File: config.mk
export PLATFORM = sky130hd
export DESIGN_NAME = udc_regs
export DESIGN_NICKNAME = d
export VERILOG_FILES = /design/src/hw/udc_pkg.sv /design/src/hw/udc_regs.sv /design/src/hw/udc_timer.sv
export SDC_FILE = /design/constraint.sdc
export NUM_CORES = 1
export LEC_CHECK = 0
export ABC_CLOCK_PERIOD_IN_PS = 3100
export CAP_MARGIN = 20
export CORE_AREA = 3 3 112 114
export DETAILED_ROUTE_END_ITERATION = 10
export DIE_AREA = 0 0 115 117
export DONT_BUFFER_PORTS = 1
export GPL_TIMING_DRIVEN = 0
export PLACE_DENSITY = 0.73
export SETUP_SLACK_MARGIN = 0.4
export SLEW_MARGIN = 5
export SYNTH_ARGS = -nofsm -noshare
export SYNTH_HDL_FRONTEND = slang
export SYNTH_SLANG_ARGS = --single-unit
File: constraint.sdc
create_clock -name aclk -period 3.1 [get_ports aclk]
set_clock_uncertainty 0.15 [all_clocks]
set_input_delay 0.155 -clock aclk [delete_from_list [all_inputs] [get_ports aclk]]
set_output_delay 0.155 -clock aclk [all_outputs]
set_load 0.1 [all_outputs]
File: src/hw/udc_pkg.sv
// package for the usb device control register block
// assumes an axi4-lite slave with 32-bit data, one 25 MHz clock
package udc_pkg;
  // register byte addresses
  localparam logic [5:0] UDC_OFF_CTRL = 6'h00;
  localparam logic [5:0] UDC_OFF_FLAGS = 6'h04;
  localparam logic [5:0] UDC_OFF_ENABLES = 6'h08;
  localparam logic [5:0] UDC_OFF_ADDR = 6'h0C;
  localparam logic [5:0] UDC_OFF_FRAME_NUMBER_HI = 6'h10;
  localparam logic [5:0] UDC_OFF_FRAME_NUMBER_LO = 6'h14;
  localparam logic [5:0] UDC_OFF_FERR = 6'h18;
  localparam logic [5:0] UDC_OFF_EPSEL = 6'h1C;
  localparam logic [5:0] UDC_OFF_FIFO_RESET = 6'h20;
  localparam logic [5:0] UDC_OFF_EPCTRL = 6'h24;
  localparam logic [5:0] UDC_OFF_USBCON = 6'h28;
  // control bits
  localparam int UDC_B_DETACH = 0;
  localparam int UDC_B_RMWAKE = 1;
  localparam int UDC_B_LSPEED = 2;
  localparam int UDC_B_CPURST = 3;
  // flag and enable bits
  localparam int UDC_B_SUSP = 0;
  localparam int UDC_B_SOF = 2;
  localparam int UDC_B_BRST = 3;
  localparam int UDC_B_WAKE = 4;
  localparam int UDC_B_EORSM = 5;
  localparam int UDC_B_UPRSM = 6;
  localparam logic [7:0] UDC_FLAG_MASK = 8'h7D;
  localparam logic [7:0] UDC_EN_RESET = 8'h08;
  // address register
  localparam int UDC_B_ADDR_ACT = 7;
  // frame error bit
  localparam int UDC_B_FCRC = 4;
  // endpoint control bits
  localparam int UDC_B_ENDPOINT_ENABLE = 0;
  localparam int UDC_B_TOGRST = 3;
  localparam int UDC_B_STCLR = 4;
  localparam int UDC_B_STREQ = 5;
  localparam logic [2:0] UDC_EP_FORBIDDEN = 3'h7;
  localparam int UDC_NUM_EP = 7;
  // usb controller config register: bit 0 enable, bit 1 host mode
  localparam int UDC_B_USBE = 0;
  localparam int UDC_B_HOST = 1;
  // timing
  localparam int UDC_CLK_HZ = 25000000;
  localparam int UDC_SUSP_US = 3000;
  localparam int UDC_SUSP_CYC = UDC_SUSP_US * (UDC_CLK_HZ / 1000000);
  localparam int UDC_RESUME_US = 10;
  localparam int UDC_RESUME_CYC = UDC_RESUME_US * (UDC_CLK_HZ / 1000000);
  // axi responses
  localparam logic [1:0] UDC_RESP_OKAY = 2'h0;
  localparam logic [1:0] UDC_RESP_SLVERR = 2'h2;
endpackage : udc_pkg

File: src/hw/udc_regs.sv
// usb device control and status registers behind an axi4-lite slave
// assumes event pulses from the usb engine are one cycle, synchronous to aclk
//
// Chosen here: the address map and the AXI4-Lite interface to the registers.
`timescale 1ns/1ps
module udc_regs
(
  // clock and reset
  input wire logic aclk,
  input wire logic aresetn,
  // axi write address and data
  input wire logic [5:0] s_axi_awaddr,
  input wire logic s_axi_awvalid,
  output logic s_axi_awready,
  input wire logic [31:0] s_axi_wdata,
  input wire logic [3:0] s_axi_wstrb,
  input wire logic s_axi_wvalid,
  output logic s_axi_wready,
  // axi write response
  output logic [1:0] s_axi_bresp,
  output logic s_axi_bvalid,
  input wire logic s_axi_bready,
  // axi read
  input wire logic [5:0] s_axi_araddr,
  input wire logic s_axi_arvalid,
  output logic s_axi_arready,
  output logic [31:0] s_axi_rdata,
  output logic [1:0] s_axi_rresp,
  output logic s_axi_rvalid,
  input wire logic s_axi_rready,
  // usb engine events (one-cycle pulses), their qualifiers and the bus idle level
  input wire logic ev_bus_reset_end,
  input wire logic ev_sof,
  input wire logic [10:0] sof_frame_number,
  input wire logic sof_crc_bad,
  input wire logic ev_end_of_resume,
  input wire logic ev_line_wake,
  input wire logic ev_setup,
  input wire logic [2:0] setup_ep,
  input wire logic bus_idle,
  // usb engine controls
  output logic pullup_dp,
  output logic pullup_dm,
  output logic resume_drive,
  output logic cpu_reset,
  output logic [6:0] dev_address,
  output logic address_live,
  output logic [6:0] ep_enable,
  output logic [6:0] ep_fifo_reset,
  output logic [6:0] ep_stall,
  output logic [6:0] ep_toggle_clear,
  output logic usb_irq
);
  import udc_pkg::*;
  // all state of the block except the suspend timer's count and hit flop
  typedef struct packed
  {
    logic awready;
    logic wready;
    logic aw_have;
    logic w_have;
    logic [5:0] aw_addr;
    logic [31:0] w_data;
    logic [3:0] w_strb;
    logic bvalid;
    logic [1:0] bresp;
    logic arready;
    logic rvalid;
    logic [31:0] rdata;
    logic [1:0] rresp;
    logic [1:0] usbcon;
    logic [3:0] ctrl;
    logic [7:0] flags;
    logic [7:0] enables;
    logic [7:0] addr;
    logic [10:0] frame_number;
    logic fcrc;
    logic [2:0] epsel;
    logic [6:0] fifo_reset;
    logic [6:0] endpoint_enable;
    logic [6:0] stall;
    logic [6:0] togclr;
    logic [15:0] rsm_cnt;
    logic resume;
    logic cpurst;
    logic addr_live;
    logic irq;
    logic pu_dp; // full-speed pull-up pin
    logic pu_dm; // low-speed pull-up pin
  } udc_state_t;
  udc_state_t state_reg;
  udc_state_t state_next;
  logic susp_hit;
  logic [7:0] wbyte;
  logic wr_go;
  // bus idle timer for suspend detection
  udc_timer #(
    .LIMIT(UDC_SUSP_CYC)
  ) u_susp (
    .aclk(aclk),
    .aresetn(aresetn),
    .run(bus_idle),
    .hit(susp_hit)
  );
  // read mux, reserved bits zero
  function automatic logic [7:0] rd_mux(input udc_state_t s, input logic [5:0] a);
    logic [7:0] v;
    v = 8'h00;
    case (a)
      UDC_OFF_CTRL: v = {4'h0, s.ctrl};
      UDC_OFF_FLAGS: v = s.flags & UDC_FLAG_MASK;
      UDC_OFF_ENABLES: v = s.enables & UDC_FLAG_MASK;
      UDC_OFF_ADDR: v = s.addr;
      UDC_OFF_FRAME_NUMBER_HI: v = {5'h00, s.frame_number[10:8]};
      UDC_OFF_FRAME_NUMBER_LO: v = s.frame_number[7:0];
      UDC_OFF_FERR: v = {3'h0, s.fcrc, 4'h0};
      UDC_OFF_EPSEL: v = {5'h00, s.epsel};
      UDC_OFF_FIFO_RESET: v = {1'b0, s.fifo_reset};
      UDC_OFF_EPCTRL: v = {2'h0, s.stall[s.epsel], 4'h0, s.endpoint_enable[s.epsel]};
      UDC_OFF_USBCON: v = {6'h00, s.usbcon};
      default: v = 8'h00;
    endcase
    return v;
  endfunction : rd_mux
  // address decode check
  function automatic logic mapped(input logic [5:0] a);
    return (a <= UDC_OFF_USBCON) && (a[1:0] == 2'h0);
  endfunction : mapped
  assign wr_go = state_reg.aw_have && state_reg.w_have && !state_reg.bvalid;
  assign wbyte = state_reg.w_strb[0] ? state_reg.w_data[7:0] : 8'h00;
  // next-state logic
  always_comb
  begin
    state_next = state_reg;
    state_next.togclr = 7'h00;
    state_next.cpurst = 1'b0;
    // capture write address and data in either order
    if (s_axi_awvalid && state_reg.awready)
    begin
      state_next.aw_have = 1'b1;
      state_next.aw_addr = s_axi_awaddr;
    end
    if (s_axi_wvalid && state_reg.wready)
    begin
      state_next.w_have = 1'b1;
      state_next.w_data = s_axi_wdata;
      state_next.w_strb = s_axi_wstrb;
    end
    state_next.awready = !state_next.aw_have;
    state_next.wready = !state_next.w_have;
    if (state_reg.bvalid && s_axi_bready)
    begin
      state_next.bvalid = 1'b0;
    end
    // hardware events set flags; the set wins over a clearing write
    // register writes, low byte lane only
    if (wr_go && state_reg.w_strb[0])
    begin
      case (state_reg.aw_addr)
        UDC_OFF_CTRL:
        begin
          state_next.ctrl[UDC_B_DETACH] = wbyte[UDC_B_DETACH];
          state_next.ctrl[UDC_B_LSPEED] = wbyte[UDC_B_LSPEED];
          state_next.ctrl[UDC_B_CPURST] = wbyte[UDC_B_CPURST];
          // only a set is accepted, and only in suspend
          if (wbyte[UDC_B_RMWAKE] && state_reg.flags[UDC_B_SUSP])
          begin
            state_next.ctrl[UDC_B_RMWAKE] = 1'b1;
          end
        end
        UDC_OFF_FLAGS: state_next.flags = state_reg.flags & wbyte & UDC_FLAG_MASK;
        UDC_OFF_ENABLES: state_next.enables = wbyte & UDC_FLAG_MASK;
        UDC_OFF_ADDR:
        begin
          state_next.addr[6:0] = wbyte[6:0];
          if (wbyte[UDC_B_ADDR_ACT])
          begin
            state_next.addr[UDC_B_ADDR_ACT] = 1'b1;
          end
        end
        UDC_OFF_EPSEL: state_next.epsel = wbyte[2:0];
        UDC_OFF_FIFO_RESET: state_next.fifo_reset = wbyte[6:0];
        UDC_OFF_EPCTRL:
        begin
          if (state_reg.epsel != UDC_EP_FORBIDDEN)
          begin
            state_next.endpoint_enable[state_reg.epsel] = wbyte[UDC_B_ENDPOINT_ENABLE];
            if (wbyte[UDC_B_STREQ])
            begin
              state_next.stall[state_reg.epsel] = 1'b1;
            end
            if (wbyte[UDC_B_STCLR])
            begin
              state_next.stall[state_reg.epsel] = 1'b0;
            end
            state_next.togclr[state_reg.epsel] = wbyte[UDC_B_TOGRST];
          end
        end
        UDC_OFF_USBCON: state_next.usbcon = wbyte[1:0];
        default: state_next.usbcon = state_next.usbcon;
      endcase
    end
    if (wr_go)
    begin
      state_next.aw_have = 1'b0;
      state_next.w_have = 1'b0;
      state_next.awready = 1'b1;
      state_next.wready = 1'b1;
      state_next.bvalid = 1'b1;
      state_next.bresp = mapped(state_reg.aw_addr) ? UDC_RESP_OKAY : UDC_RESP_SLVERR;
    end
    // disabled controller drops the cpu-reset option
    if (!state_reg.usbcon[UDC_B_USBE])
    begin
      state_next.ctrl[UDC_B_CPURST] = 1'b0;
    end
    // address activation is taken by hardware one cycle later
    if (state_reg.addr[UDC_B_ADDR_ACT])
    begin
      state_next.addr[UDC_B_ADDR_ACT] = 1'b0;
      state_next.addr_live = 1'b1;
    end
    // remote wakeup drives resume for a fixed time
    if (state_reg.ctrl[UDC_B_RMWAKE] && !state_reg.resume)
    begin
      state_next.resume = 1'b1;
      state_next.rsm_cnt = 16'h0000;
      state_next.flags[UDC_B_UPRSM] = 1'b1;
    end
    else if (state_reg.resume)
    begin
      if (state_reg.rsm_cnt == 16'(UDC_RESUME_CYC - 1))
      begin
        state_next.resume = 1'b0;
        state_next.ctrl[UDC_B_RMWAKE] = 1'b0;
      end
      else
      begin
        state_next.rsm_cnt = state_reg.rsm_cnt + 16'h0001;
      end
    end
    // event flags, set regardless of enables
    if (ev_end_of_resume)
    begin
      state_next.flags[UDC_B_EORSM] = 1'b1;
    end
    if (ev_line_wake && !state_reg.resume)
    begin
      state_next.flags[UDC_B_WAKE] = 1'b1;
    end
    if (susp_hit)
    begin
      state_next.flags[UDC_B_SUSP] = 1'b1;
    end
    if (ev_bus_reset_end)
    begin
      state_next.flags[UDC_B_BRST] = 1'b1;
      state_next.cpurst = state_reg.ctrl[UDC_B_CPURST];
      state_next.addr_live = 1'b0;
    end
    if (ev_sof)
    begin
      state_next.flags[UDC_B_SOF] = 1'b1;
      state_next.frame_number = sof_frame_number;
      state_next.fcrc = sof_crc_bad;
    end
    // a new setup cancels stall on its endpoint
    if (ev_setup && setup_ep != UDC_EP_FORBIDDEN)
    begin
      state_next.stall[setup_ep] = 1'b0;
    end
    // read channel
    if (state_reg.rvalid && s_axi_rready)
    begin
      state_next.rvalid = 1'b0;
      state_next.arready = 1'b1;
    end
    if (s_axi_arvalid && state_reg.arready)
    begin
      state_next.arready = 1'b0;
      state_next.rvalid = 1'b1;
      state_next.rdata = {24'h000000, rd_mux(state_reg, s_axi_araddr)};
      state_next.rresp = mapped(s_axi_araddr) ? UDC_RESP_OKAY : UDC_RESP_SLVERR;
    end
    // interrupt request
    state_next.irq = |(state_next.flags & state_next.enables & UDC_FLAG_MASK);
    // pull-up choice is registered so the pins come straight from flops
    state_next.pu_dp = !state_next.usbcon[UDC_B_HOST] && !state_next.ctrl[UDC_B_DETACH]
      && !state_next.ctrl[UDC_B_LSPEED];
    state_next.pu_dm = !state_next.usbcon[UDC_B_HOST] && !state_next.ctrl[UDC_B_DETACH]
      && state_next.ctrl[UDC_B_LSPEED];
  end
  // register the state
  always_ff @(posedge aclk)
  begin
    if (!aresetn)
    begin
      state_reg <= '0;
      state_reg.awready <= 1'b1;
      state_reg.wready <= 1'b1;
      state_reg.arready <= 1'b1;
      state_reg.enables <= UDC_EN_RESET;
    end
    else
    begin
      state_reg <= state_next;
    end
  end
  // outputs
  assign s_axi_awready = state_reg.awready;
  assign s_axi_wready = state_reg.wready;
  assign s_axi_bvalid = state_reg.bvalid;
  assign s_axi_bresp = state_reg.bresp;
  assign s_axi_arready = state_reg.arready;
  assign s_axi_rvalid = state_reg.rvalid;
  assign s_axi_rdata = state_reg.rdata;
  assign s_axi_rresp = state_reg.rresp;
  assign pullup_dp = state_reg.pu_dp;
  assign pullup_dm = state_reg.pu_dm;
  assign resume_drive = state_reg.resume;
  assign cpu_reset = state_reg.cpurst;
  assign dev_address = state_reg.addr[6:0];
  assign address_live = state_reg.addr_live;
  assign ep_enable = state_reg.endpoint_enable;
  assign ep_fifo_reset = state_reg.fifo_reset;
  assign ep_stall = state_reg.stall;
  assign ep_toggle_clear = state_reg.togclr;
  assign usb_irq = state_reg.irq;
  // checks
  chk_sof_capture: assert property (@(posedge aclk) disable iff (!aresetn)
    ev_sof |=> (state_reg.frame_number == $past(sof_frame_number) && state_reg.flags[UDC_B_SOF]))
    else $error("sof capture wrong");
  chk_crc_same: assert property (@(posedge aclk) disable iff (!aresetn)
    ev_sof |=> state_reg.fcrc == $past(sof_crc_bad)) else $error("crc flag wrong");
  chk_irq_gate: assert property (@(posedge aclk) disable iff (!aresetn)
    usb_irq == |(state_reg.flags & state_reg.enables & UDC_FLAG_MASK))
    else $error("irq gating wrong");
  chk_addr_clear: assert property (@(posedge aclk) disable iff (!aresetn)
    state_reg.addr[UDC_B_ADDR_ACT] |=> !state_reg.addr[UDC_B_ADDR_ACT] && address_live)
    else $error("address activate stuck");
  chk_brst_flag: assert property (@(posedge aclk) disable iff (!aresetn)
    ev_bus_reset_end |=> state_reg.flags[UDC_B_BRST]) else $error("reset flag missed");
  chk_cpu_reset: assert property (@(posedge aclk) disable iff (!aresetn)
    (ev_bus_reset_end && state_reg.ctrl[UDC_B_CPURST]) |=> cpu_reset)
    else $error("cpu reset missed");
  chk_cpurst_off: assert property (@(posedge aclk) disable iff (!aresetn)
    !state_reg.usbcon[UDC_B_USBE] |=> !state_reg.ctrl[UDC_B_CPURST])
    else $error("cpu reset bit kept");
  chk_toggle_pulse: assert property (@(posedge aclk) disable iff (!aresetn)
    |ep_toggle_clear |=> ep_toggle_clear == 7'h00) else $error("toggle clear held");
  chk_pullup_mux: assert property (@(posedge aclk) disable iff (!aresetn)
    !(pullup_dp && pullup_dm)) else $error("both pull-ups on");
  chk_setup_stall: assert property (@(posedge aclk) disable iff (!aresetn)
    (ev_setup && setup_ep != UDC_EP_FORBIDDEN) |=> !ep_stall[$past(setup_ep)])
    else $error("stall not cleared");
endmodule : udc_regs

File: src/hw/udc_timer.sv
// cycle timer: counts while run is high, flags when limit reached
// assumes one clock, synchronous active-low reset
`timescale 1ns/1ps
module udc_timer #(
  parameter int LIMIT = 16
)
(
  // clock and reset
  input wire logic aclk,
  input wire logic aresetn,
  // control
  input wire logic run,
  // status
  output logic hit
);
  import udc_pkg::*;
  typedef struct packed
  {
    logic [23:0] cnt;
    logic hit;
  } udc_tmr_t;
  udc_tmr_t state_reg;
  udc_tmr_t state_next;
  // count up while run, restart when run drops
  always_comb
  begin
    state_next = state_reg;
    state_next.hit = 1'b0;
    if (!run)
    begin
      state_next.cnt = 24'h000000;
    end
    else if (state_reg.cnt == 24'(LIMIT - 1))
    begin
      state_next.hit = 1'b1;
      state_next.cnt = 24'h000000;
    end
    else
    begin
      state_next.cnt = state_reg.cnt + 24'h000001;
    end
  end
  // register the state
  always_ff @(posedge aclk)
  begin
    if (!aresetn)
    begin
      state_reg <= '0;
    end
    else
    begin
      state_reg <= state_next;
    end
  end
  assign hit = state_reg.hit;
endmodule : udc_timer

### Word level (Yosys, flattened, before mapping)

Cells that the tools add are included.
W data, S select, Z words.

* add/subtract/negate cells: 2
* magnitude comparators: 6
* reduce and logical (&&, ||, !) cells: 50
* divide/modulo/power cells: 0
* bitwise operators: 11
* muxes and demuxes: 49
* equal/unequal tests: 21
* multipliers: 0
* shift operators: 0

Operator list (number)
* $pmux W8 S11: 1
* $mux W14: 3
* $mux W7: 6
* $eq A6 B6 Y1 const B: 6
* $mux W36: 1
* $and A7 B7 Y7: 5
* $mux W8: 4
* $eq A6 B5 Y1 const B: 5
* $mux W30: 1
* $add A24 B1 Y24 const B: 1
* $eq A24 B17 Y1 const B: 1
* $eq A6 B4 Y1 const B: 4
* $mux W1: 22
* $logic_and A1 B1 Y1: 19
* $reduce_and A2 Y1: 9
* $add A16 B1 Y16 const B: 1
* $eq A16 B8 Y1 const B: 1
* $not A7 Y7: 2
* $eq A6 B3 Y1 const B: 2
* $le A6 B6 Y1 const B: 2
* $logic_not A6 Y1: 2
* $lt A3 B4 Y1 const B: 2
* $mux W2: 4
* $reduce_or A2 Y1: 4
* other kinds (16): 31

* ROM bits: 0
* register bits after elaboration: 154
* bits in writable memories: 0
* word-level logic and storage cells: 176
* input bits: 76
* latch bits: 0
* memories kept: 0
* output and inout port bits: 82

### Depth between registers and ports, before layout

Gate-level depths: netlist of the first run.

* depth in word-level cells: 16
* mapped depth: 8
* gate-level depth less buffers: 7

### By module

From an unflattened synthesis of the first run, not the netlist that was laid out.

* cell total of the unflattened synthesis: 796
* area total of the unflattened synthesis: 7188.1 um^2

Modules (own cells, without submodules)
* udc_regs: sequential area each 2462.4 um^2, area each 6052.1 um^2, instances 1, cells each 663
* udc_timer: sequential area each 500.5 um^2, area each 1136.1 um^2, instances 1, cells each 133

### Least setup slack after synthesis of the first run

No wires, ideal clock.

* path kind: reg2reg
* start: register state_reg (netlist bit s_axi_bvalid)
* end: register state_reg (netlist bit dev_address[4])
* data required time: 2.822 ns
* data arrival time: 2.339 ns
* path buffers: 2
* cell stages (with the launch flop): 7
* library setup time: 0.128 ns
* clock period less this slack: 2.617 ns
* slack: 0.483 ns
* cell sequence: dfxtp_1 -> nand3b_1 -> clkbuf_1 -> or3_1 -> clkbuf_1 -> mux2i_1 -> nor2_1

* word-level cells in the longest chain between the ends: 4

Ends and longest elaborated chain
* start, declared: RTL line udc_regs.sv:91 `udc_state_t state_reg;`
* start signal, assigned: RTL line udc_regs.sv:306 `state_reg <= state_next;`
* $logic_not A1 Y1: RTL line udc_regs.sv:129 `assign wr_go = state_reg.aw_have && state_reg.w_have && !state_reg.bvalid;`
* $logic_and A1 B1 Y1: RTL line udc_regs.sv:129
* $logic_and A1 B1 Y1: RTL line udc_regs.sv:157 `if (wr_go && state_reg.w_strb[0])`
* $reduce_and A2 Y1 (no line)

No other way between the ends.
A chain may end at the register's enable or synchronous reset.

### Worst setup path after layout of the first run

* start: register state_reg (netlist bit s_axi_bvalid)
* end: register state_reg (netlist bit ep_fifo_reset[0])

Same word-level chain as after synthesis.

==> summary.txt, run 1 <==
Status
  • Status: finished clean

Detailed routing
  • Iteration count of the initial detailed-routing pass: 5
  • Vias per inst: 5.709
  • Post-DRT Antenna Nets: 0
  • DR WL/cell: 17.52 um
  • DRT iter0 DRCs: 457
  • Total Wirelength: 18730 um
  • Via count: 6103
  • Remaining DRCs: 0
  • DR top layer: met4
  • Met3 Wirelength: 1195 um
  • Routed length on met1: 8115 um
  • Routed met2 length: 9056 um

Timing
  • Actual slew at the worst max-slew pin: 1017 ps
  • Post-route minimum period: 2580 ps
  • Final slew viol count: 0
  • Final hold violations: 0
  • Final setup viols: 0
  • Max Clk Rate: 0.3875 GHz
  • Unrepaired setup endpoints after global routing: no
  • Relative slew margins: 32.08%
  • TNS Setup: 0 ps
  • Final period util: 83.24%

GRT
  • First-pass GRT wire length: 29370 um
  • Largest net degree at the start of global routing: 17
  • GRT Residual Overflow: 0
  • Initial antenna violation count: 0
  • Total Routing Usage GR: 27.93%
  • Number of global-route vias before repair: 5913

Synthesis
  • Post-synth EDFFs: 0
  • Synth top cells by count: dfxtp_1, nor2_1, buf_4, nand2_1, mux2i_1
  • Area contributors post-synth: dfxtp_1, buf_4, mux2i_1
  • Fraction of registers with async set/reset: 0%
  • Top FF cell, synth: dfxtp_1
  • Count of cell types in the netlist: 69
  • Post-synth top area share: 41.79%
  • Register area share after synthesis: 41.79%
  • Flops & latches, synth: 148
  • Synthesized instance count: 803
  • Post-synthesis cell area: 7089 um^2
  • Number of synthesis warnings: 0
  • Syn Area/Cell: 8.829 um^2
  • Cell accounting for the most synthesized area: dfxtp_1
  • Most common cell in the synthesized netlist: dfxtp_1

Floorplanning
  • FP Rows: 39
  • Die Wd: 115 um
  • Die Y: 117 um
  • Initial Utilization: 61.56%
  • Core box area: 11520 um^2
  • Die area: 13460 um^2
  • # IOs: 158

CTS
  • Num CTS Buffers: 17
  • H-tree depth: 4
  • Clk Tree Root Cell: clkbuf_16
  • Reg clk slew, reported paths: 60 ps
  • CTS Buffer Depth: 2
  • CTS tree: done
  • Total clock sinks: 148
  • Clk_lat worst skew: 420 ps

Power and ir drop
  • LEAKAGE: 3.409 nW
  • VDD IR max: 0.3536 mV
  • Pwr per Cell Area: 548.6 nW/um^2
  • Total chip power: 4.771 mW

Placement
  • HPWL after DPL: 12880 um
  • Buffers on Ports: 0
  • Placed Area: 7362 um^2
  • Placer Congestion: 0.9008

Final layout
  • ANT cells: 0
  • Layout cells sized above 1: 16.31%
  • Sequential standard cell area: 2968 um^2
  • FILL cells: 864
  • Fin nets: 992
  • Largest register FFs: 67
  • Synth-to-layout area growth: 22.66%
  • Multi-input logic area: 3491 um^2
  • Final Instance Area: 8696 um^2

Run
  • Max Cap Viol: 0

Worst setup path
  • Arrival @ worst endpoint: 2710 ps
  • Critical path capture point type: register
  • Setup CP Type: register to register
  • CP required: 3230 ps
  • Critical path startpoint category: register
  • Crit Path Max Fanout: 10

Worst hold path
  • Hold Crit Class: primary input to register
## where the power goes
part / internal (mW) / switching, mW
sequential: 1.94 / 0.0848
clock: 1.49 / 0.803
combinational: 0.144 / 0.304
total: 3.58 / 1.19
## timing repair
action / 4_1_cts / 5_1_grt
buffers inserted: 0 / 2
hold buffers: 64 / 0
resized for setup: 4 / 2
endpoints found under the setup margin: 22 / 22
hold endpoints to repair: 57 / 0
## final timing paths
path	end	from	depth (start not counted)	slack (ps)
min reg2reg	u_susp.state_reg[1]	u_susp.state_reg[1]	1	300
max	ep_fifo_reset[0]	s_axi_bvalid	5	520
max reg2reg	ep_fifo_reset[0]	s_axi_bvalid	5	520
min	state_reg[54]	ev_sof	3	40
## layout make-up
cell class,count,area share [%]
multi-input combinational,559,40.14
sequential,148,34.13
buffer,111,8.043
timing repair buffer,66,7.540
clock buffer,20,5.367
clock inverter,12,2.288
tap,143,2.058
inverter,10,0.4317
## worst max-delay path, stage by stage (launching register included)
cell	delay, ps
dfxtp_2	500
nand3b_1	320
clkbuf_1	290
nor3_2	820
mux2i_1	290
nor2_1	60
## cell usage in the layout, fill, tap and decap left out, types with 7 or more instances in the layout
master	count
or3_1	7
nor3_1	14
dlygate4sd3_1	64
conb_1	26
mux2i_1	47
dfxtp_1	144
clkbuf_1	31
clkbuf_16	17
and2_1	23
inv_1	9
xnor2_1	19
o21ai_0	19
a22oi_1	7
nor2b_1	8
xor2_1	13
nand4_1	14
a21oi_1	38
and3_1	14
mux2_2	14
nor2_1	98
nand2b_1	11
nand2_1	68
nand3_1	24
nor4_1	9
buf_4	73
## per-layer routing
metal | vias to the layer above | global-route usage (%)
met1 | 2900 | 35.42
met3 | 34 | 6.838
met2 | 241 | 46.10
met4 | 0 | 10.88
li1 | 2928 | -
met5 | - | 0
## kinds of logic (layout without fill, tap and decap cells)
| family | after synthesis | in the layout | synth area share [%] |
|---|---|---|---|
| AO/OA/AOI/OAI | 107 | 107 | 9.902 |
| flip-flops | 148 | 148 | 41.79 |
| other | 1 | 26 | 0.05290 |
| XOR/XNOR | 32 | 32 | 3.953 |
| AND/OR/NAND/NOR | 328 | 328 | 23.90 |
| multiplexers | 63 | 63 | 9.495 |
| adder cells (fa/ha/maj) | 3 | 3 | 0.5295 |
| buffers and inverters | 121 | 219 | 10.38 |
## per-stage QoR
stage | utilization (%) | setup slack (ps) | hold slack, ps | cells
4_1_cts | 75.36 | 417.4 | 11.73 | 1067
5_1_grt | 75.51 | 413.8 | 34.06 | 1069
3_5_place_dp | 63.93 | 39.27 | 89.40 | 971
2_1_floorplan | - | 483.4 | 84.31 | 828
6_report | 75.51 | 519.6 | 40.95 | 1069
3_3_place_gp | 63.93 | 34.28 | 86.67 | 971
Power figures use the tool's default switching activity.
==> run 2: changes to the inputs <==
--- a/config.mk
+++ b/config.mk
@@ -5,7 +5,7 @@
 export SDC_FILE = /design/constraint.sdc
 export NUM_CORES = 1
 export LEC_CHECK = 0
-export ABC_CLOCK_PERIOD_IN_PS = 3100
+export ABC_CLOCK_PERIOD_IN_PS = 2600
 export CAP_MARGIN = 20
 export CORE_AREA = 3 3 112 114
 export DETAILED_ROUTE_END_ITERATION = 10
==> constraint.sdc (replaced) <==
create_clock -name aclk -period 2.6 [get_ports aclk]
set_clock_uncertainty 0.15 [all_clocks]
set_input_delay 0.13 -clock aclk [delete_from_list [all_inputs] [get_ports aclk]]
set_output_delay 0.13 -clock aclk [all_outputs]
set_load 0.1 [all_outputs]
==> summary.txt, run 2 (synthesis results as in run 1) <==
Status
  • Status: finished clean

Final layout
  • Most common cell after layout, fill and taps aside: dfxtp_1
  • Layout cells sized above 1: 23.23% (+6.9 points)
  • Fin nets: 1000 (+0.81%)
  • ANT cells: 0 (unchanged)
  • Most frequent cells in the layout: dfxtp_1, nor2_1, buf_4, nand2_1, dlygate4sd3_1
  • Filler-free cell count of the finished design: 1077 (+0.75%)
  • Largest register FFs: 67 (unchanged)
  • Synth-to-layout area growth: 26.69%

Worst setup path
  • Register-to-register setup slack: 240 ps (-280 ps)
  • Critical path capture point type: register
  • Worst path depth: 6 (+1)
  • Arrival @ worst endpoint: 2470 ps (-240 ps)
  • Last element of the critical path: usb_irq
  • Setup crit start: s_axi_bvalid
  • Setup CP Type: register to register
  • Crit-path slowest cell: or4_4
  • Register-to-Register Path Depth: 6 (+1)
  • RR Endpoint: usb_irq
  • Crit Path Max Fanout: 5 (-5)
  • WP buf/inv: 1 (unchanged)
  • Critical-path cell list: nand3b_1, buf_4, or4_4, a22o_1, a22oi_2, a41oi_2
  • RR Startpoint: s_axi_bvalid
  • Critical path startpoint category: register
  • Largest stage delay, worst path: 510 ps (-310 ps)
  • CP required: 2710 ps (-520 ps)
  • Delay-heaviest family, CP: simple AND/OR/NAND/NOR gates

Placement
  • Buffers on Ports: 0 (unchanged)
  • Placed insts: 971 (unchanged)
  • Placer Congestion: 0.8814 (-2.2%)
  • HPWL after DPL: 12690 um (-1.5%)
  • DP Worst Slack: -19.18 ps (-58.45 ps)

Floorplanning
  • Die area: 13460 um^2 (unchanged)
  • Die Y: 117 um (unchanged)
  • Core box area: 11520 um^2 (unchanged)
  • # IOs: 158 (unchanged)
  • Die Wd: 115 um (unchanged)
  • FP Rows: 39 (unchanged)
  • Initial Utilization: 61.56% (unchanged)

Power and ir drop
  • VDD IR max: 0.4038 mV (+14%)
  • LEAKAGE: 3.511 nW (+3.0%)
  • Pwr per Cell Area: 617.6 nW/um^2 (+13%)

CTS
  • H-tree depth: 4 (unchanged)
  • Total clock sinks: 148 (unchanged)
  • Num CTS Buffers: 17 (unchanged)
  • Reg clk slew, reported paths: 60 ps (about the same)
  • CTS tree: done
  • Clk Tree Root Cell: clkbuf_16
  • Clk_lat worst skew: 430 ps (about the same)
  • CTS Buffer Depth: 2 (unchanged)

GRT
  • First-pass GRT wire length: 29050 um (-1.1%)
  • Number of global-route vias before repair: 5870 (-0.73%)
  • Initial antenna violation count: 0 (unchanged)
  • Total Routing Usage GR: 27.48% (-0.44 points)
  • GRT Residual Overflow: 0 (unchanged)
  • Largest net degree at the start of global routing: 17 (unchanged)

Timing
  • Actual slew at the worst max-slew pin: 988.0 ps (-29.44 ps)
  • Max Clk Rate: 0.4234 GHz (+9.2%)
  • Final slew viol count: 0 (unchanged)
  • Final period util: 90.84% (+7.6 points)
  • Post-route minimum period: 2362 ps (-218.4 ps)
  • Relative slew margins: 34.04% (+2.0 points)
  • Setup slack after layout: 238.1 ps (-281.6 ps)
  • Unrepaired setup endpoints after global routing: yes
  • Final setup viols: 0 (unchanged)
  • Hold_ws: 18.23 ps (-22.72 ps)
  • Final hold violations: 0 (unchanged)

Detailed routing
  • Via count: 6208 (+1.7%)
  • Post-DRT Antenna Nets: 0 (unchanged)
  • Total Wirelength: 19060 um (+1.7%)
  • DR WL/cell: 17.69 um (+0.98%)
  • Iteration count of the initial detailed-routing pass: 4 (-1)
  • DRT iter0 DRCs: 515 (+13%)
  • Vias per inst: 5.764 (+0.96%)
  • Remaining DRCs: 0 (unchanged)

Run
  • Max Cap Viol: 0 (unchanged)

Worst hold path
  • Hold Crit Class: primary input to register
  • Hold path depth: 4 (+1)
[run 2: cell count changes in the layout (fill, tap and decap cells not counted), sizes merged]
cell and delta:
clkinv +1, inv -2, dlygate4sd3 -15, clkbuf +4
bufinv -2, buf +23, clkinvlp -1
[run 2: layout make-up]
| cell class | instances | area (um^2) |
|---|---|---|
| Buffer | 111 | 725.7 |
| Clock inverter | 8 | 118.9 |
| Clock buffer | 24 | 513.0 |
| Timing Repair Buffer | 74 | 708.2 |
| Inverter | 10 | 37.54 |
| Fill cell | 767 | 2535 |
| Sequential cell | 148 | 2978 |
| Multi-Input combinational cell | 559 | 3721 |
| Tap cell | 143 | 178.9 |
[run 2: what timing repair did]
| action | 4_1_cts | 5_1_grt |
|---|---|---|
| gates cloned | 0 | 0 |
| pin swaps | 7 | 7 |
| setup buffers | 13 | 10 |
| hold endpoints to repair | 77 | 0 |
| gates resized for setup | 25 | 45 |
| hold buffers | 49 | 0 |
| endpoints found under the setup margin | 66 | 69 |
[run 2: worst min path at each step]
stage / startpoint / endpoint / slack (ps)
finish: s_axi_araddr[4] / s_axi_rdata[3] / 20
global route: s_axi_araddr[4] / s_axi_rdata[1] / 40
CTS: s_axi_araddr[4] / s_axi_rdata[3] / 3
detailed placement: ev_bus_reset_end / address_live / 70
global placement: ev_bus_reset_end / address_live / 60
floorplan: ev_bus_reset_end / address_live / 60
[run 2: worst reg2reg max path: stages (launching register included)]
cell      delay [ps]
dfxtp_4          450
nand3b_1         340
buf_4            220
or4_4            510
a22o_1           230
a22oi_2          160
a41oi_2          130
[run 2: routing by layer]
layer,vias up,track usage (%),share of wire [%]
li1,2940,-,-
met1,2976,35.28,42
met2,254,45.95,49
met3,38,5.758,7.1
met4,0,10.02,2.2
met5,-,0,0
[run 2: where the power goes]
group / total, mW / switching (mW) / internal [mW] / leakage, nW
logic: 0.556 / 0.381 / 0.176 / 1.99
clock network: 2.59 / 0.923 / 1.66 / 0.315
registers: 2.40 / 0.0896 / 2.31 / 1.20
total: 5.55 / 1.39 / 4.15 / 3.51
[run 2: through the flow]
stage / util [%] / setup TNS, ps / power, mW / area [um^2]
2_1_floorplan: - / 0 / 2.824 / 7188
4_1_cts: 75.32 / 0 / 5.513 / 8673
6_report: 77.99 / 0 / 5.547 / 8981
5_1_grt: 77.99 / 0 / 5.696 / 8981
3_5_place_dp: 63.97 / -19.18 / 2.890 / 7367
3_3_place_gp: 63.97 / -45.50 / 2.884 / 7367
==> run 3: changes to the inputs <==
--- a/config.mk
+++ b/config.mk
@@ -7,13 +7,13 @@
 export LEC_CHECK = 0
 export ABC_CLOCK_PERIOD_IN_PS = 2600
 export CAP_MARGIN = 20
-export CORE_AREA = 3 3 112 114
+export CORE_AREA = 2 2 111 113
 export DETAILED_ROUTE_END_ITERATION = 10
-export DIE_AREA = 0 0 115 117
+export DIE_AREA = 0 0 113 115
 export DONT_BUFFER_PORTS = 1
 export GPL_TIMING_DRIVEN = 0
 export PLACE_DENSITY = 0.73
-export SETUP_SLACK_MARGIN = 0.4
+export SETUP_SLACK_MARGIN = 0.02
 export SLEW_MARGIN = 5
 export SYNTH_ARGS = -nofsm -noshare
 export SYNTH_HDL_FRONTEND = slang
==> summary.txt, run 3 (synthesis results as in run 1) <==
Detailed routing
  • Total Wirelength: 18370 um (-3.6%)
  • Vias per inst: 5.694 (-1.2%)
  • DR WL/cell: 17.17 um (-2.9%)
  • Remaining DRCs: 10 (+10)
  • DRT iter0 DRCs: 449 (-13%)
  • Via count: 6093 (-1.9%)
  • Iteration count of the initial detailed-routing pass: 8 (+4)
  • Post-DRT Antenna Nets: 0 (unchanged)

Worst setup path
  • Crit-path slowest cell: nor3_2
  • RR Endpoint: ep_fifo_reset[2]
  • RR Startpoint: s_axi_bvalid
  • Last element of the critical path: ep_fifo_reset[2]
  • Register-to-register setup slack: 80 ps (-160 ps)
  • Crit Path Max Fanout: 10 (+5)
  • Critical path startpoint category: register
  • Arrival @ worst endpoint: 2670 ps (+200 ps)
  • Worst path depth: 5 (-1)
  • Critical-path cell list: nand3b_1, clkbuf_1, nor3_2, mux2i_1, nor2_1
  • Largest stage delay, worst path: 840 ps (+330 ps)
  • WP buf/inv: 1 (unchanged)
  • Register-to-Register Path Depth: 5 (-1)
  • Critical path capture point type: register
  • Setup CP Type: register to register
  • CP required: 2750 ps (+40 ps)
  • Delay-heaviest family, CP: simple AND/OR/NAND/NOR gates
  • Setup crit start: s_axi_bvalid

Timing
  • Post-route minimum period: 2517 ps (+155.2 ps)
  • Final setup viols: 0 (unchanged)
  • Max Clk Rate: 0.3973 GHz (-6.2%)
  • Unrepaired setup endpoints after global routing: no
  • Actual slew at the worst max-slew pin: 1137 ps (+149.1 ps)
  • Final slew viol count: 0 (unchanged)
  • Final hold violations: 0 (unchanged)
  • Final period util: 96.81% (+6.0 points)
  • Relative slew margins: 24.09% (-10 points)

Placement
  • HPWL after DPL: 12740 um (+0.36%)
  • Placed Area: 7368 um^2 (about the same)
  • Buffers on Ports: 0 (unchanged)
  • Placed insts: 975 (+0.41%)
  • Placer Congestion: 0.9291 (+5.4%)

Power and ir drop
  • Pwr per Cell Area: 639.5 nW/um^2 (+3.6%)
  • VDD IR max: 0.3562 mV (-12%)
  • Total chip power: 5.536 mW (-0.18%)
  • LEAKAGE: 3.362 nW (-4.2%)

Final layout
  • Final Instance Area: 8657 um^2 (-3.6%)
  • ANT cells: 0 (unchanged)
  • FILL cells: 914 (+19%)
  • Sequential standard cell area: 2968 um^2 (-0.34%)
  • Most common cell after layout, fill and taps aside: dfxtp_1
  • Filler-free cell count of the finished design: 1070 (-0.65%)
  • Layout cells sized above 1: 16.68% (-6.5 points)
  • Largest register FFs: 67 (unchanged)
  • Synth-to-layout area growth: 22.11%
  • Fin nets: 989 (-1.1%)
  • Most frequent cells in the layout: dfxtp_1, nor2_1, buf_4, nand2_1, dlygate4sd3_1
  • Multi-input logic area: 3516 um^2 (-5.5%)

Run
  • Max Cap Viol: 0 (unchanged)

Status
  • Status: finished with violations
  • Failing checks: design-rule violations

CTS
  • Num CTS Buffers: 17 (unchanged)
  • Reg clk slew, reported paths: 60 ps (about the same)
  • Clk Tree Root Cell: clkbuf_16
  • H-tree depth: 4 (unchanged)
  • CTS tree: done
  • CTS Buffer Depth: 2 (unchanged)
  • Total clock sinks: 148 (unchanged)
  • Clk_lat worst skew: 430 ps (about the same)

Floorplanning
  • Die Y: 115 um (-1.7%)
  • Die Wd: 113 um (-1.7%)
  • FP Rows: 40 (+2.6%)
  • # IOs: 158 (unchanged)
  • Initial Utilization: 60.02% (-1.5 points)
  • Core box area: 11810 um^2 (+2.6%)
  • Die area: 13000 um^2 (-3.4%)

Worst hold path
  • Hold Crit Class: primary input to register

GRT
  • Initial antenna violation count: 0 (unchanged)
  • GRT Residual Overflow: 0 (unchanged)
  • First-pass GRT wire length: 29530 um (+1.6%)
  • Largest net degree at the start of global routing: 17 (unchanged)
  • Total Routing Usage GR: 28.72% (+1.2 points)
  • Number of global-route vias before repair: 5906 (+0.61%)
run 3: cell count changes in the layout (fill, tap and decap cells not counted), moves of 3 or more:
| cell | change |
|---|---|
| buf_6 | -3 |
| dlygate4sd3_1 | +12 |
| nor4_2 | -4 |
| clkbuf_8 | -3 |
| clkbuf_1 | +3 |
| clkbuf_2 | -3 |
| nor4_1 | +5 |
| dfxtp_1 | +4 |
| buf_4 | -20 |
| nor3_1 | +3 |
run 3: final cells by class:
type,instances,share of cell area (%)
buffer,110,8.021
clock inverter,13,2.096
tap,147,2.125
inverter,10,0.4336
clock buffer,19,5.116
timing repair buffer,64,7.313
sequential,148,34.28
multi-input combinational,559,40.61
run 3: where the power goes:
part           switching (mW)  internal, mW
logic                   0.360         0.168
registers              0.0990          2.31
clock network           0.967          1.63
total                    1.43          4.11
run 3: through the flow:
step / utilization (%) / setup slack [ps] / hold WS [ps] / setup TNS (ps)
after floorplan: - / 121.0 / 59.31 / 0
after global placement: 62.38 / -105.8 / 62.78 / -689.9
after detailed placement: 62.38 / -162.6 / 66.98 / -1140
after CTS: 72.89 / -40.86 / 15.82 / -234.9
after global routing: 73.29 / 16.61 / 91.47 / 0
final: 73.29 / 82.89 / 50.85 / 0
run 3: repair_timing:
item	in CTS	in global routing
setup buffers	0	3
cloned	0	0
hold buffers	60	1
hold endpoints to repair	59	1
setup endpoints to repair	28	18
pin swaps	0	1
resized for setup	4	4
run 3: worst register-to-register path, cell delays in order (launching register included):
cell and delay [ps]:
dfxtp_2 500, nand3b_1 270, clkbuf_1 270, nor3_2 840, mux2i_1 300, nor2_1 50
run 3: worst min-delay path by stage:
stage | end | startpoint | cells after the start | slack, ps
6_report | s_axi_rdata[4] | s_axi_araddr[1] | 4 | 50
5_1_grt | ep_stall[3] | setup_ep[2] | 3 | 90
4_1_cts | usb_irq | ev_end_of_resume | 2 | 20
3_5_place_dp | address_live | ev_bus_reset_end | 1 | 70
3_3_place_gp | address_live | ev_bus_reset_end | 1 | 60
2_1_floorplan | address_live | ev_bus_reset_end | 1 | 60
run 3: per-layer routing:
layer | vias to the layer above | track usage, % | wire (um)
met5 | - | 0 | 0
met4 | 0 | 13.41 | 553
met3 | 48 | 6.009 | 1323
met2 | 252 | 47.19 | 8722
met1 | 2870 | 36.51 | 7775
li1 | 2923 | - | -
